`config.mk`:
```
export PLATFORM = sky130hd
export DESIGN_NAME = fsm_flash_ctrl_flat
export DESIGN_NICKNAME = d
export VERILOG_FILES = /design/src/hw/fsm_pkg.sv /design/src/hw/fsm_if.sv /design/src/hw/fsm_flash_ctrl.sv /design/src/flat_wrapper.sv
export SDC_FILE = /design/constraint.sdc
export NUM_CORES = 1
export LEC_CHECK = 0
export BUFFER_PORTS_ARGS = -buffer_cell sky130_fd_sc_hd__clkbuf_2
export CORE_ASPECT_RATIO = 2
export CORE_MARGIN = 3
export CORE_UTILIZATION = 49
export CTS_CLUSTER_DIAMETER = 30
export DETAILED_ROUTE_END_ITERATION = 12
export HOLD_SLACK_MARGIN = 0.03
export PLACE_DENSITY = 0.76
export RECOVER_POWER = 25
export SLEW_MARGIN = 5
export SYNTH_ARGS = -nofsm -noshare
export SYNTH_HDL_FRONTEND = slang
export SYNTH_SLANG_ARGS = --single-unit
```
`constraint.sdc`:
```
create_clock -name mclk -period 1.95 [get_ports mclk]
set_input_delay 0.2925 -clock mclk [delete_from_list [all_inputs] [get_ports mclk]]
set_output_delay 0.2925 -clock mclk [all_outputs]
set_load 0.03 [all_outputs]
```
`src/hw/fsm_pkg.sv`:
```
// Package of constants and types shared by the flash security control ends.
package fsm_pkg;
   // ****************************************************************
   // Register offsets and field layout.
   // ****************************************************************
   localparam logic [2:0] FSM_OFF_CNFG = 3'h0;
   localparam logic [2:0] FSM_OFF_SECURITY = 3'h1;
   localparam logic [2:0] FSM_OFF_PROT = 3'h2;
   localparam logic [2:0] FSM_OFF_STAT = 3'h3;
   localparam logic [2:0] FSM_OFF_CMD = 3'h4;
   localparam int FSM_CNFG_BE_IRQ = 7;
   localparam int FSM_CNFG_CC_IRQ = 6;
   localparam int FSM_CNFG_KACC = 5;
   localparam int FSM_STAT_CBE = 7;
   localparam int FSM_STAT_CC = 6;
   localparam int FSM_STAT_AERR = 4;
   localparam logic [1:0] FSM_KEY_ENABLED = 2'h2;
   localparam logic [1:0] FSM_SECURITY_OPEN = 2'h2;
   localparam int FSM_SECURITY_KEY_LSB = 6;
   localparam int FSM_SECURITY_STATE_LSB = 0;
   // ****************************************************************
   // Array addresses, commands and timing.
   // ****************************************************************
   localparam logic [15:0] FSM_ADDR_KEY0 = 16'hFF00;
   localparam logic [15:0] FSM_ADDR_SECURITY = 16'hFF0F;
   localparam logic [15:0] FSM_ADDR_PROT = 16'hFF0D;
   localparam logic [15:0] FSM_KEY_ZERO = 16'h0000;
   localparam logic [15:0] FSM_KEY_ONES = 16'hFFFF;
   localparam logic [15:0] FSM_BAD_DATA = 16'hFFFF;
   localparam logic [7:0] FSM_CMD_MASS = 8'h41;
   localparam logic [7:0] FSM_CMD_NONE = 8'h00;
   localparam int FSM_CMD_CYCLES = 16;
   localparam logic [1:0] FSM_KEY_LAST = 2'h3;
   typedef enum logic [2:0] {
      FSM_ST_LOAD_PROT = 3'h0,
      FSM_ST_LOAD_SECURITY = 3'h1,
      FSM_ST_IDLE = 3'h2,
      FSM_ST_BUSY = 3'h3,
      FSM_ST_STOP = 3'h4
   } fsm_state_e;
   typedef enum logic [1:0] {
      FSM_KS_IDLE = 2'h0,
      FSM_KS_RUN = 2'h1,
      FSM_KS_LOCK = 2'h2
   } fsm_key_e;
endpackage

```
`src/hw/fsm_if.sv`:
```
// Interface joining the CPU side and the flash control end.
`timescale 1ns/1ps
interface fsm_if;
   logic reg_wr;
   logic reg_rd;
   logic [2:0] reg_addr;
   logic [7:0] reg_wdata;
   logic [7:0] reg_rdata;
   logic arr_wr;
   logic arr_rd;
   logic [15:0] arr_addr;
   logic [15:0] arr_wdata;
   logic [15:0] arr_rdata;
   logic stop_mode;
   logic debug_mode;
   logic special_single_chip;
   logic cpu_stall;
   logic irq;
   modport dev (
      input reg_wr, reg_rd, reg_addr, reg_wdata, arr_wr, arr_rd,
      input arr_addr, arr_wdata, stop_mode, debug_mode, special_single_chip,
      output reg_rdata, arr_rdata, cpu_stall, irq
   );
   modport cpu (
      output reg_wr, reg_rd, reg_addr, reg_wdata, arr_wr, arr_rd,
      output arr_addr, arr_wdata, stop_mode, debug_mode, special_single_chip,
      input reg_rdata, arr_rdata, cpu_stall, irq
   );
endinterface

```
`src/hw/fsm_flash_ctrl.sv`:
```
// Flash security, mode and interrupt control end.
`timescale 1ns/1ps
module fsm_flash_ctrl #(
   parameter int CMD_CYCLES = fsm_pkg::FSM_CMD_CYCLES,
   parameter logic [15:0] KEY_W0 = 16'h1234,
   parameter logic [15:0] KEY_W1 = 16'h5678,
   parameter logic [15:0] KEY_W2 = 16'h9ABC,
   parameter logic [15:0] KEY_W3 = 16'hDEF1,
   parameter logic [7:0] STORED_SECURITY = 8'h80,
   parameter logic [7:0] STORED_PROT = 8'hFF
) (
   input wire logic mclk,
   input wire logic rst_n,
   fsm_if.dev bus
);
   import fsm_pkg::*;
   // ****************************************************************
   // State.
   // ****************************************************************
   fsm_state_e st_r;
   fsm_key_e ks_r;
   logic [7:0] cnfg_r;
   logic [7:0] security_r;
   logic [7:0] prot_r;
   logic cbe_r, cc_r, aerr_r;
   logic [7:0] cmd_r;
   logic cmd_ok_r;
   logic [15:0] cnt_r;
   logic [1:0] kidx_r;
   logic kfull_r;
   logic [7:0] rdata_r;
   logic [15:0] adata_r;
   logic stall_r, irq_r;
   logic stop_q_r;
   logic [15:0] key_exp;
   logic secured, kacc, reg_cnfg_w, reg_prot_w, reg_stat_w, reg_cmd_w;
   logic launch, stop_entry, stop_exit, key_wr, key_word_ok, cmd_allowed;
   logic [15:0] nxt_cnt;
   // ****************************************************************
   // Decoding.
   // ****************************************************************
   assign secured = security_r[FSM_SECURITY_STATE_LSB +: 2]
      != FSM_SECURITY_OPEN;
   assign kacc = cnfg_r[FSM_CNFG_KACC];
   assign reg_cnfg_w = bus.reg_wr && bus.reg_addr == FSM_OFF_CNFG;
   assign reg_prot_w = bus.reg_wr && bus.reg_addr == FSM_OFF_PROT
      && bus.debug_mode;
   assign reg_stat_w = bus.reg_wr && bus.reg_addr == FSM_OFF_STAT;
   assign reg_cmd_w = bus.reg_wr && bus.reg_addr == FSM_OFF_CMD;
   assign cmd_allowed = !(secured && bus.special_single_chip)
      || bus.reg_wdata == FSM_CMD_MASS;
   assign launch = reg_stat_w && bus.reg_wdata[FSM_STAT_CBE] && cbe_r
      && !aerr_r && st_r == FSM_ST_IDLE && cmd_ok_r;
   assign stop_entry = bus.stop_mode && !stop_q_r;
   assign stop_exit = !bus.stop_mode && stop_q_r;
   assign key_wr = bus.arr_wr && kacc
      && security_r[FSM_SECURITY_KEY_LSB +: 2] == FSM_KEY_ENABLED;
   assign key_exp = kidx_r == 2'h0 ? KEY_W0 : kidx_r == 2'h1 ? KEY_W1 :
      kidx_r == 2'h2 ? KEY_W2 : KEY_W3;
   assign key_word_ok = bus.arr_addr == FSM_ADDR_KEY0 + {13'h0, kidx_r, 1'b0}
      && bus.arr_wdata == key_exp && bus.arr_wdata != FSM_KEY_ZERO
      && bus.arr_wdata != FSM_KEY_ONES && ks_r != FSM_KS_LOCK
      && !(bus.debug_mode && bus.special_single_chip);
   assign nxt_cnt = cnt_r - 16'h1;
   // ****************************************************************
   // Reset load and command sequencing.
   // ****************************************************************
   always_ff @(posedge mclk) begin
      if (!rst_n) begin
         st_r <= FSM_ST_LOAD_PROT;
         stall_r <= 1'b1;
         security_r <= 8'h00;
         prot_r <= 8'h00;
         cbe_r <= 1'b1;
         cc_r <= 1'b1;
         aerr_r <= 1'b0;
         cmd_r <= FSM_CMD_NONE;
         cmd_ok_r <= 1'b0;
         cnt_r <= 16'h0;
         stop_q_r <= 1'b0;
      end else begin
         stop_q_r <= bus.stop_mode;
         if (reg_prot_w) begin
            prot_r <= bus.reg_wdata;
         end
         if (reg_stat_w && bus.reg_wdata[FSM_STAT_AERR]) begin
            aerr_r <= 1'b0;
         end
         if (reg_cmd_w && cbe_r && !aerr_r) begin
            cmd_r <= bus.reg_wdata;
            cmd_ok_r <= cmd_allowed;
            if (!cmd_allowed) begin
               aerr_r <= 1'b1;
            end
         end
         case (st_r)
            FSM_ST_LOAD_PROT: begin
               prot_r <= STORED_PROT;
               st_r <= FSM_ST_LOAD_SECURITY;
            end
            FSM_ST_LOAD_SECURITY: begin
               security_r <= STORED_SECURITY;
               stall_r <= 1'b0;
               st_r <= FSM_ST_IDLE;
            end
            FSM_ST_IDLE: begin
               if (launch) begin
                  cbe_r <= 1'b0;
                  cc_r <= 1'b0;
                  cmd_ok_r <= 1'b0;
                  cnt_r <= 16'(CMD_CYCLES);
                  st_r <= FSM_ST_BUSY;
               end
               if (stop_entry) begin
                  st_r <= FSM_ST_STOP;
                  if (launch) begin
                     cc_r <= 1'b1;
                     aerr_r <= 1'b1;
                  end
               end
            end
            FSM_ST_BUSY: begin
               cnt_r <= nxt_cnt;
               if (cnt_r == 16'h1) begin
                  cbe_r <= 1'b1;
                  cc_r <= 1'b1;
                  st_r <= FSM_ST_IDLE;
               end
               if (stop_entry) begin
                  cc_r <= 1'b1;
                  aerr_r <= 1'b1;
                  st_r <= FSM_ST_STOP;
               end
            end
            FSM_ST_STOP: begin
               if (stop_exit) begin
                  cbe_r <= 1'b1;
                  cmd_ok_r <= 1'b0;
                  st_r <= FSM_ST_IDLE;
               end
            end
            default: st_r <= FSM_ST_IDLE;
         endcase
         if (ks_r == FSM_KS_RUN && kfull_r && !kacc
               && st_r != FSM_ST_LOAD_SECURITY) begin
            security_r[FSM_SECURITY_STATE_LSB +: 2]
               <= FSM_SECURITY_OPEN;
         end
      end
   end
   // ****************************************************************
   // Backdoor key machine and configuration.
   // ****************************************************************
   always_ff @(posedge mclk) begin
      if (!rst_n) begin
         ks_r <= FSM_KS_IDLE;
         kidx_r <= 2'h0;
         kfull_r <= 1'b0;
         cnfg_r <= 8'h00;
      end else begin
         if (reg_cnfg_w) begin
            cnfg_r <= bus.reg_wdata;
         end
         case (ks_r)
            FSM_KS_IDLE: begin
               if (key_wr) begin
                  ks_r <= key_word_ok ? FSM_KS_RUN : FSM_KS_LOCK;
                  kidx_r <= 2'h1;
               end
            end
            FSM_KS_RUN: begin
               if (key_wr) begin
                  if (kfull_r || !key_word_ok) begin
                     ks_r <= FSM_KS_LOCK;
                  end else if (kidx_r == FSM_KEY_LAST) begin
                     kfull_r <= 1'b1;
                  end else begin
                     kidx_r <= kidx_r + 2'h1;
                  end
               end else if (!kacc) begin
                  ks_r <= kfull_r ? FSM_KS_IDLE : FSM_KS_LOCK;
                  kidx_r <= 2'h0;
                  kfull_r <= 1'b0;
               end
            end
            FSM_KS_LOCK: ks_r <= FSM_KS_LOCK;
            default: ks_r <= FSM_KS_LOCK;
         endcase
      end
   end
   // ****************************************************************
   // Read data and interrupt.
   // ****************************************************************
   always_ff @(posedge mclk) begin
      if (!rst_n) begin
         rdata_r <= 8'h00;
         adata_r <= 16'h0;
         irq_r <= 1'b0;
      end else begin
         case (bus.reg_addr)
            FSM_OFF_CNFG: rdata_r <= cnfg_r;
            FSM_OFF_SECURITY: rdata_r <= security_r;
            FSM_OFF_PROT: rdata_r <= prot_r;
            FSM_OFF_STAT: rdata_r <= {cbe_r, cc_r, 1'b0, aerr_r, 4'h0};
            FSM_OFF_CMD: rdata_r <= cmd_r;
            default: rdata_r <= 8'h00;
         endcase
         adata_r <= (kacc || st_r == FSM_ST_BUSY) ? FSM_BAD_DATA :
            bus.arr_addr;
         irq_r <= (cbe_r && cnfg_r[FSM_CNFG_BE_IRQ])
            || (cc_r && cnfg_r[FSM_CNFG_CC_IRQ]);
      end
   end
   assign bus.reg_rdata = rdata_r;
   assign bus.arr_rdata = adata_r;
   assign bus.cpu_stall = stall_r;
   assign bus.irq = irq_r;
endmodule // fsm_flash_ctrl

```
`src/flat_wrapper.sv`:
```
// flat-port wrapper written by rule: the top's interface ports become plain ports
module fsm_flash_ctrl_flat import fsm_pkg::*;
#(
   parameter int CMD_CYCLES = fsm_pkg::FSM_CMD_CYCLES,
   parameter logic [15:0] KEY_W0 = 16'h1234,
   parameter logic [15:0] KEY_W1 = 16'h5678,
   parameter logic [15:0] KEY_W2 = 16'h9ABC,
   parameter logic [15:0] KEY_W3 = 16'hDEF1,
   parameter logic [7:0] STORED_SECURITY = 8'h80,
   parameter logic [7:0] STORED_PROT = 8'hFF
)
  (mclk, rst_n, bus_reg_wr, bus_reg_rd, bus_reg_addr, bus_reg_wdata, bus_arr_wr, bus_arr_rd, bus_arr_addr, bus_arr_wdata, bus_stop_mode, bus_debug_mode, bus_special_single_chip, bus_reg_rdata, bus_arr_rdata, bus_cpu_stall, bus_irq);
  fsm_if bus_i ();
  input wire logic mclk;
  input wire logic rst_n;
  input wire logic [$bits(bus_i.reg_wr)-1:0] bus_reg_wr;
  input wire logic [$bits(bus_i.reg_rd)-1:0] bus_reg_rd;
  input wire logic [$bits(bus_i.reg_addr)-1:0] bus_reg_addr;
  input wire logic [$bits(bus_i.reg_wdata)-1:0] bus_reg_wdata;
  input wire logic [$bits(bus_i.arr_wr)-1:0] bus_arr_wr;
  input wire logic [$bits(bus_i.arr_rd)-1:0] bus_arr_rd;
  input wire logic [$bits(bus_i.arr_addr)-1:0] bus_arr_addr;
  input wire logic [$bits(bus_i.arr_wdata)-1:0] bus_arr_wdata;
  input wire logic [$bits(bus_i.stop_mode)-1:0] bus_stop_mode;
  input wire logic [$bits(bus_i.debug_mode)-1:0] bus_debug_mode;
  input wire logic [$bits(bus_i.special_single_chip)-1:0] bus_special_single_chip;
  output wire logic [$bits(bus_i.reg_rdata)-1:0] bus_reg_rdata;
  output wire logic [$bits(bus_i.arr_rdata)-1:0] bus_arr_rdata;
  output wire logic [$bits(bus_i.cpu_stall)-1:0] bus_cpu_stall;
  output wire logic [$bits(bus_i.irq)-1:0] bus_irq;
  assign bus_i.reg_wr = bus_reg_wr;
  assign bus_i.reg_rd = bus_reg_rd;
  assign bus_i.reg_addr = bus_reg_addr;
  assign bus_i.reg_wdata = bus_reg_wdata;
  assign bus_i.arr_wr = bus_arr_wr;
  assign bus_i.arr_rd = bus_arr_rd;
  assign bus_i.arr_addr = bus_arr_addr;
  assign bus_i.arr_wdata = bus_arr_wdata;
  assign bus_i.stop_mode = bus_stop_mode;
  assign bus_i.debug_mode = bus_debug_mode;
  assign bus_i.special_single_chip = bus_special_single_chip;
  assign bus_reg_rdata = bus_i.reg_rdata;
  assign bus_arr_rdata = bus_i.arr_rdata;
  assign bus_cpu_stall = bus_i.cpu_stall;
  assign bus_irq = bus_i.irq;
  fsm_flash_ctrl #(.CMD_CYCLES(CMD_CYCLES), .KEY_W0(KEY_W0), .KEY_W1(KEY_W1), .KEY_W2(KEY_W2), .KEY_W3(KEY_W3), .STORED_SECURITY(STORED_SECURITY), .STORED_PROT(STORED_PROT)) u_core (.mclk(mclk), .rst_n(rst_n), .bus(bus_i));
endmodule
```
==> metrics.cfg <==
[cts]
cts_buffers = 9
clk_latency_ns = 0.34
clk_pin_slew_worst_paths_ns = 0.06
cts_sinks = 81
cts_tree = yes
clockBufferDepth = 2
cts-root-buf = clkbuf_16
cts_max_level = 3

[placement]
placed_area_um2 = 4297
port_buffers = 75
place_ws_ns = 0.03703
dp_cells = 607
dp_hpwl_um = 6656
place_congestion = 0.9011

[timing]
finalSetupViolCount = 0
rsz0062_at_grt = yes
period_share_pct = 99.59
slew_viol_final = 0
fmaxAchievable_mhz = 514.9
setup_ws_ns = 0.007944
relSlewSlack_pct = 37.93
max_slew.worst_pin.slew_ns = 0.9311
finalHoldViolations = 0
fin_skew_ns = 0.005344
fin_crit_ns = 1.942
fin_setup_tns_ns = 0

[route]
drtPass1Iterations = 7
wl_per_cell_um = 14.59
drt-total-wl_um = 9104
drcViolationCount = 0
via_per_inst = 5.603
vias = 3496
ant_nets = 0
drt_iter0_markers = 227

[synth]
async_reset_ff_share_pct = 0
synth_seq_cells = 81
postSynthCellCount = 436
synth_seq_area_share_pct = 43.90
synth_top_flop_cell = dfxtp_1
synth-edff-count = 0
synth_mux_area_share_pct = 8.333
synth_fa_ha_area_share_pct = 2.371
synth-simple-area-share_pct = 27.17
synth_compound_area_share_pct = 13.79
synth_top_family_by_area = simple AND/OR/NAND/NOR gates
synthesis.area_um2 = 3694
syn-num-nets = 495
yosys.cell_types.count = 52
ys_warn_count = 0
yosys.area_share.xor_xnor_pct = 0.9485
synth.avg_cell_area_um2 = 8.471

[floorplan]
initial_core_util_pct = 50.83
rows = 44
die-width_um = 67.39
core_area_um2 = 7267
io_pins = 78
die_y_um = 128.8
fp.dieArea_um2 = 8678

[min_path]
hp-start = bus_arr_addr[4]
hp-class = in2reg

[worst_setup_path]
cp_max_fo = 6
critPathKind = reg2reg
cp-start-kind = register
critPathLaunch = u_core.kidx_r[1]$_SDFFE_PN0P_
cp_slowest_cell = dfxtp_1
setup.worst_path.end_class = register
cp_top_family = compound AO/OA/AOI/OAI gates
path_buf_inv = 1
crit_chain = inv_1 > ha_1 > o21ba_2 > a211oi_1 > and3_1 > nand4_1 > a211oi_2
rr_startpoint = u_core.kidx_r[1]$_SDFFE_PN0P_
arrival_ns = 2.18
required_ns = 2.19
critPathMaxStageDelay_ns = 0.39

[outcome]
outcome = complete, no violations

[finish]
drive_gt1_share_pct = 22.37
antennaDiodeCount = 0
final_nets = 586
syn_to_final_growth_pct = 23.95
stdcell_count = 624
finalInstanceArea_um2 = 4578
post-route-util_pct = 63.00
layout_commonest_cell = dfxtp_1
layout_common_cells = dfxtp_1, nor2_1, clkbuf_2, nand2_1, a21oi_1

[global_route]
grt_util_all_layers_pct = 22.95
grt_overflow = 0
antenna_found_initial = 0
grt_max_degree = 36
grt_pass1_wl_um = 15370
grt_pass1_vias = 3390

[power]
p_leak_nw = 1.966
powerDensity_nw_per_um2 = 853.1
ir_drop_v = 0.0006421

[job]
drv_cap = 0

-- logic make-up (layout without fill, tap and decap cells) --
| group | after synthesis | after routing |
|---|---|---|
| and+or+nand+nor | 203 | 203 |
| AOI/OAI and AO/OA | 81 | 81 |
| DFF | 81 | 81 |
| muxes | 30 | 30 |
| buffers and inverters | 30 | 126 |
| adders and majority gates | 7 | 7 |
| xor gates and xnor gates | 4 | 4 |
-- layer usage --
metal | vias to the layer above | track usage [%] | share of wire (%)
met4 | 0 | 10.77 | 2.2
met1 | 1651 | 25.06 | 38
met5 | - | 0 | 0
met2 | 99 | 40.55 | 54
met3 | 16 | 5.240 | 5.3
li1 | 1730 | - | -
-- worst paths after layout --
check                                            end  slack [ns]  cells after the start
hold / removal    u_core.bus.arr_rdata[4]$_SDFF_PN0_        0.18                      3
hold reg to reg    u_core.bus.cpu_stall$_SDFFE_PN1N_        0.46                      2
setup / recovery         u_core.ks_r[0]$_SDFFE_PN0P_       0.008                      7
setup reg to reg         u_core.ks_r[0]$_SDFFE_PN0P_       0.008                      7
-- sequential cells by signal (all words and copies together) (netlist names), 2 cells and up --
register / cells
u_core.st_r: 3
u_core.kidx_r: 2
u_core.bus.reg_rdata: 8
u_core.ks_r: 2
u_core.security_r: 2
u_core.cmd_r: 8
u_core.prot_r: 8
u_core.cnfg_r: 8
u_core.cnt_r: 16
u_core.bus.arr_rdata: 16
-- Yosys cell counts, types with 7 or more instances --
cell type / instances / share of area, %
clkbuf_1: 14 / 1.4
nor2b_1: 7 / 1.2
a21oi_1: 38 / 5.1
nand4_1: 8 / 1.4
nor3_1: 7 / 0.95
ha_1: 7 / 2.4
dfxtp_1: 81 / 44
inv_1: 7 / 0.71
mux2i_1: 24 / 6.5
nand3_1: 12 / 1.6
nand2_1: 43 / 4.4
nor2_1: 78 / 7.9
nor4_1: 7 / 1.2
-- report_power, final --
group / leakage [nW] / switching (W) / total [W] / internal [W]
Combinational: 1.17 / 0.000319 / 0.000543 / 0.000224
Sequential: 0.663 / 0.0000534 / 0.00180 / 0.00175
Clock: 0.128 / 0.000694 / 0.00156 / 0.000870
Total: 1.97 / 0.00107 / 0.00391 / 0.00284
-- layout make-up --
type | instances | area [µm²]
Clock buffer | 9 | 225.2
Clock inverter | 7 | 53.80
Fill cell | 647 | 2689
Inverter | 7 | 26.28
Multi-Input combinational cell | 325 | 1966
Sequential cell | 81 | 1623
Tap cell | 92 | 115.1
Timing Repair Buffer | 103 | 569.3
-- worst reg2reg max path: cells and delay by family (launching register included) --
kind / cells / cell delay (ns)
AOI/OAI and AO/OA: 3 / 0.69
adders and majority gates: 1 / 0.25
buffers and inverters: 1 / 0.08
DFF: 1 / 0.39
and+or+nand+nor: 2 / 0.44
-- per-stage QoR --
stage          power [W]  hold slack, ns
3_3_place_gp    0.002360          0.4324
6_report        0.003906          0.1784
3_5_place_dp    0.002379          0.4381
4_1_cts         0.003958          0.1694
5_1_grt         0.004081          0.1878
2_1_floorplan   0.002164          0.4132
-- what timing repair did --
item	in CTS	in global routing
buffers inserted	0	1
setup endpoints to repair	1	7
gates cloned	0	0
pin swaps	1	1
hold buffers	0	0
resized for setup	1	7
Power figures use the tool's default switching activity.
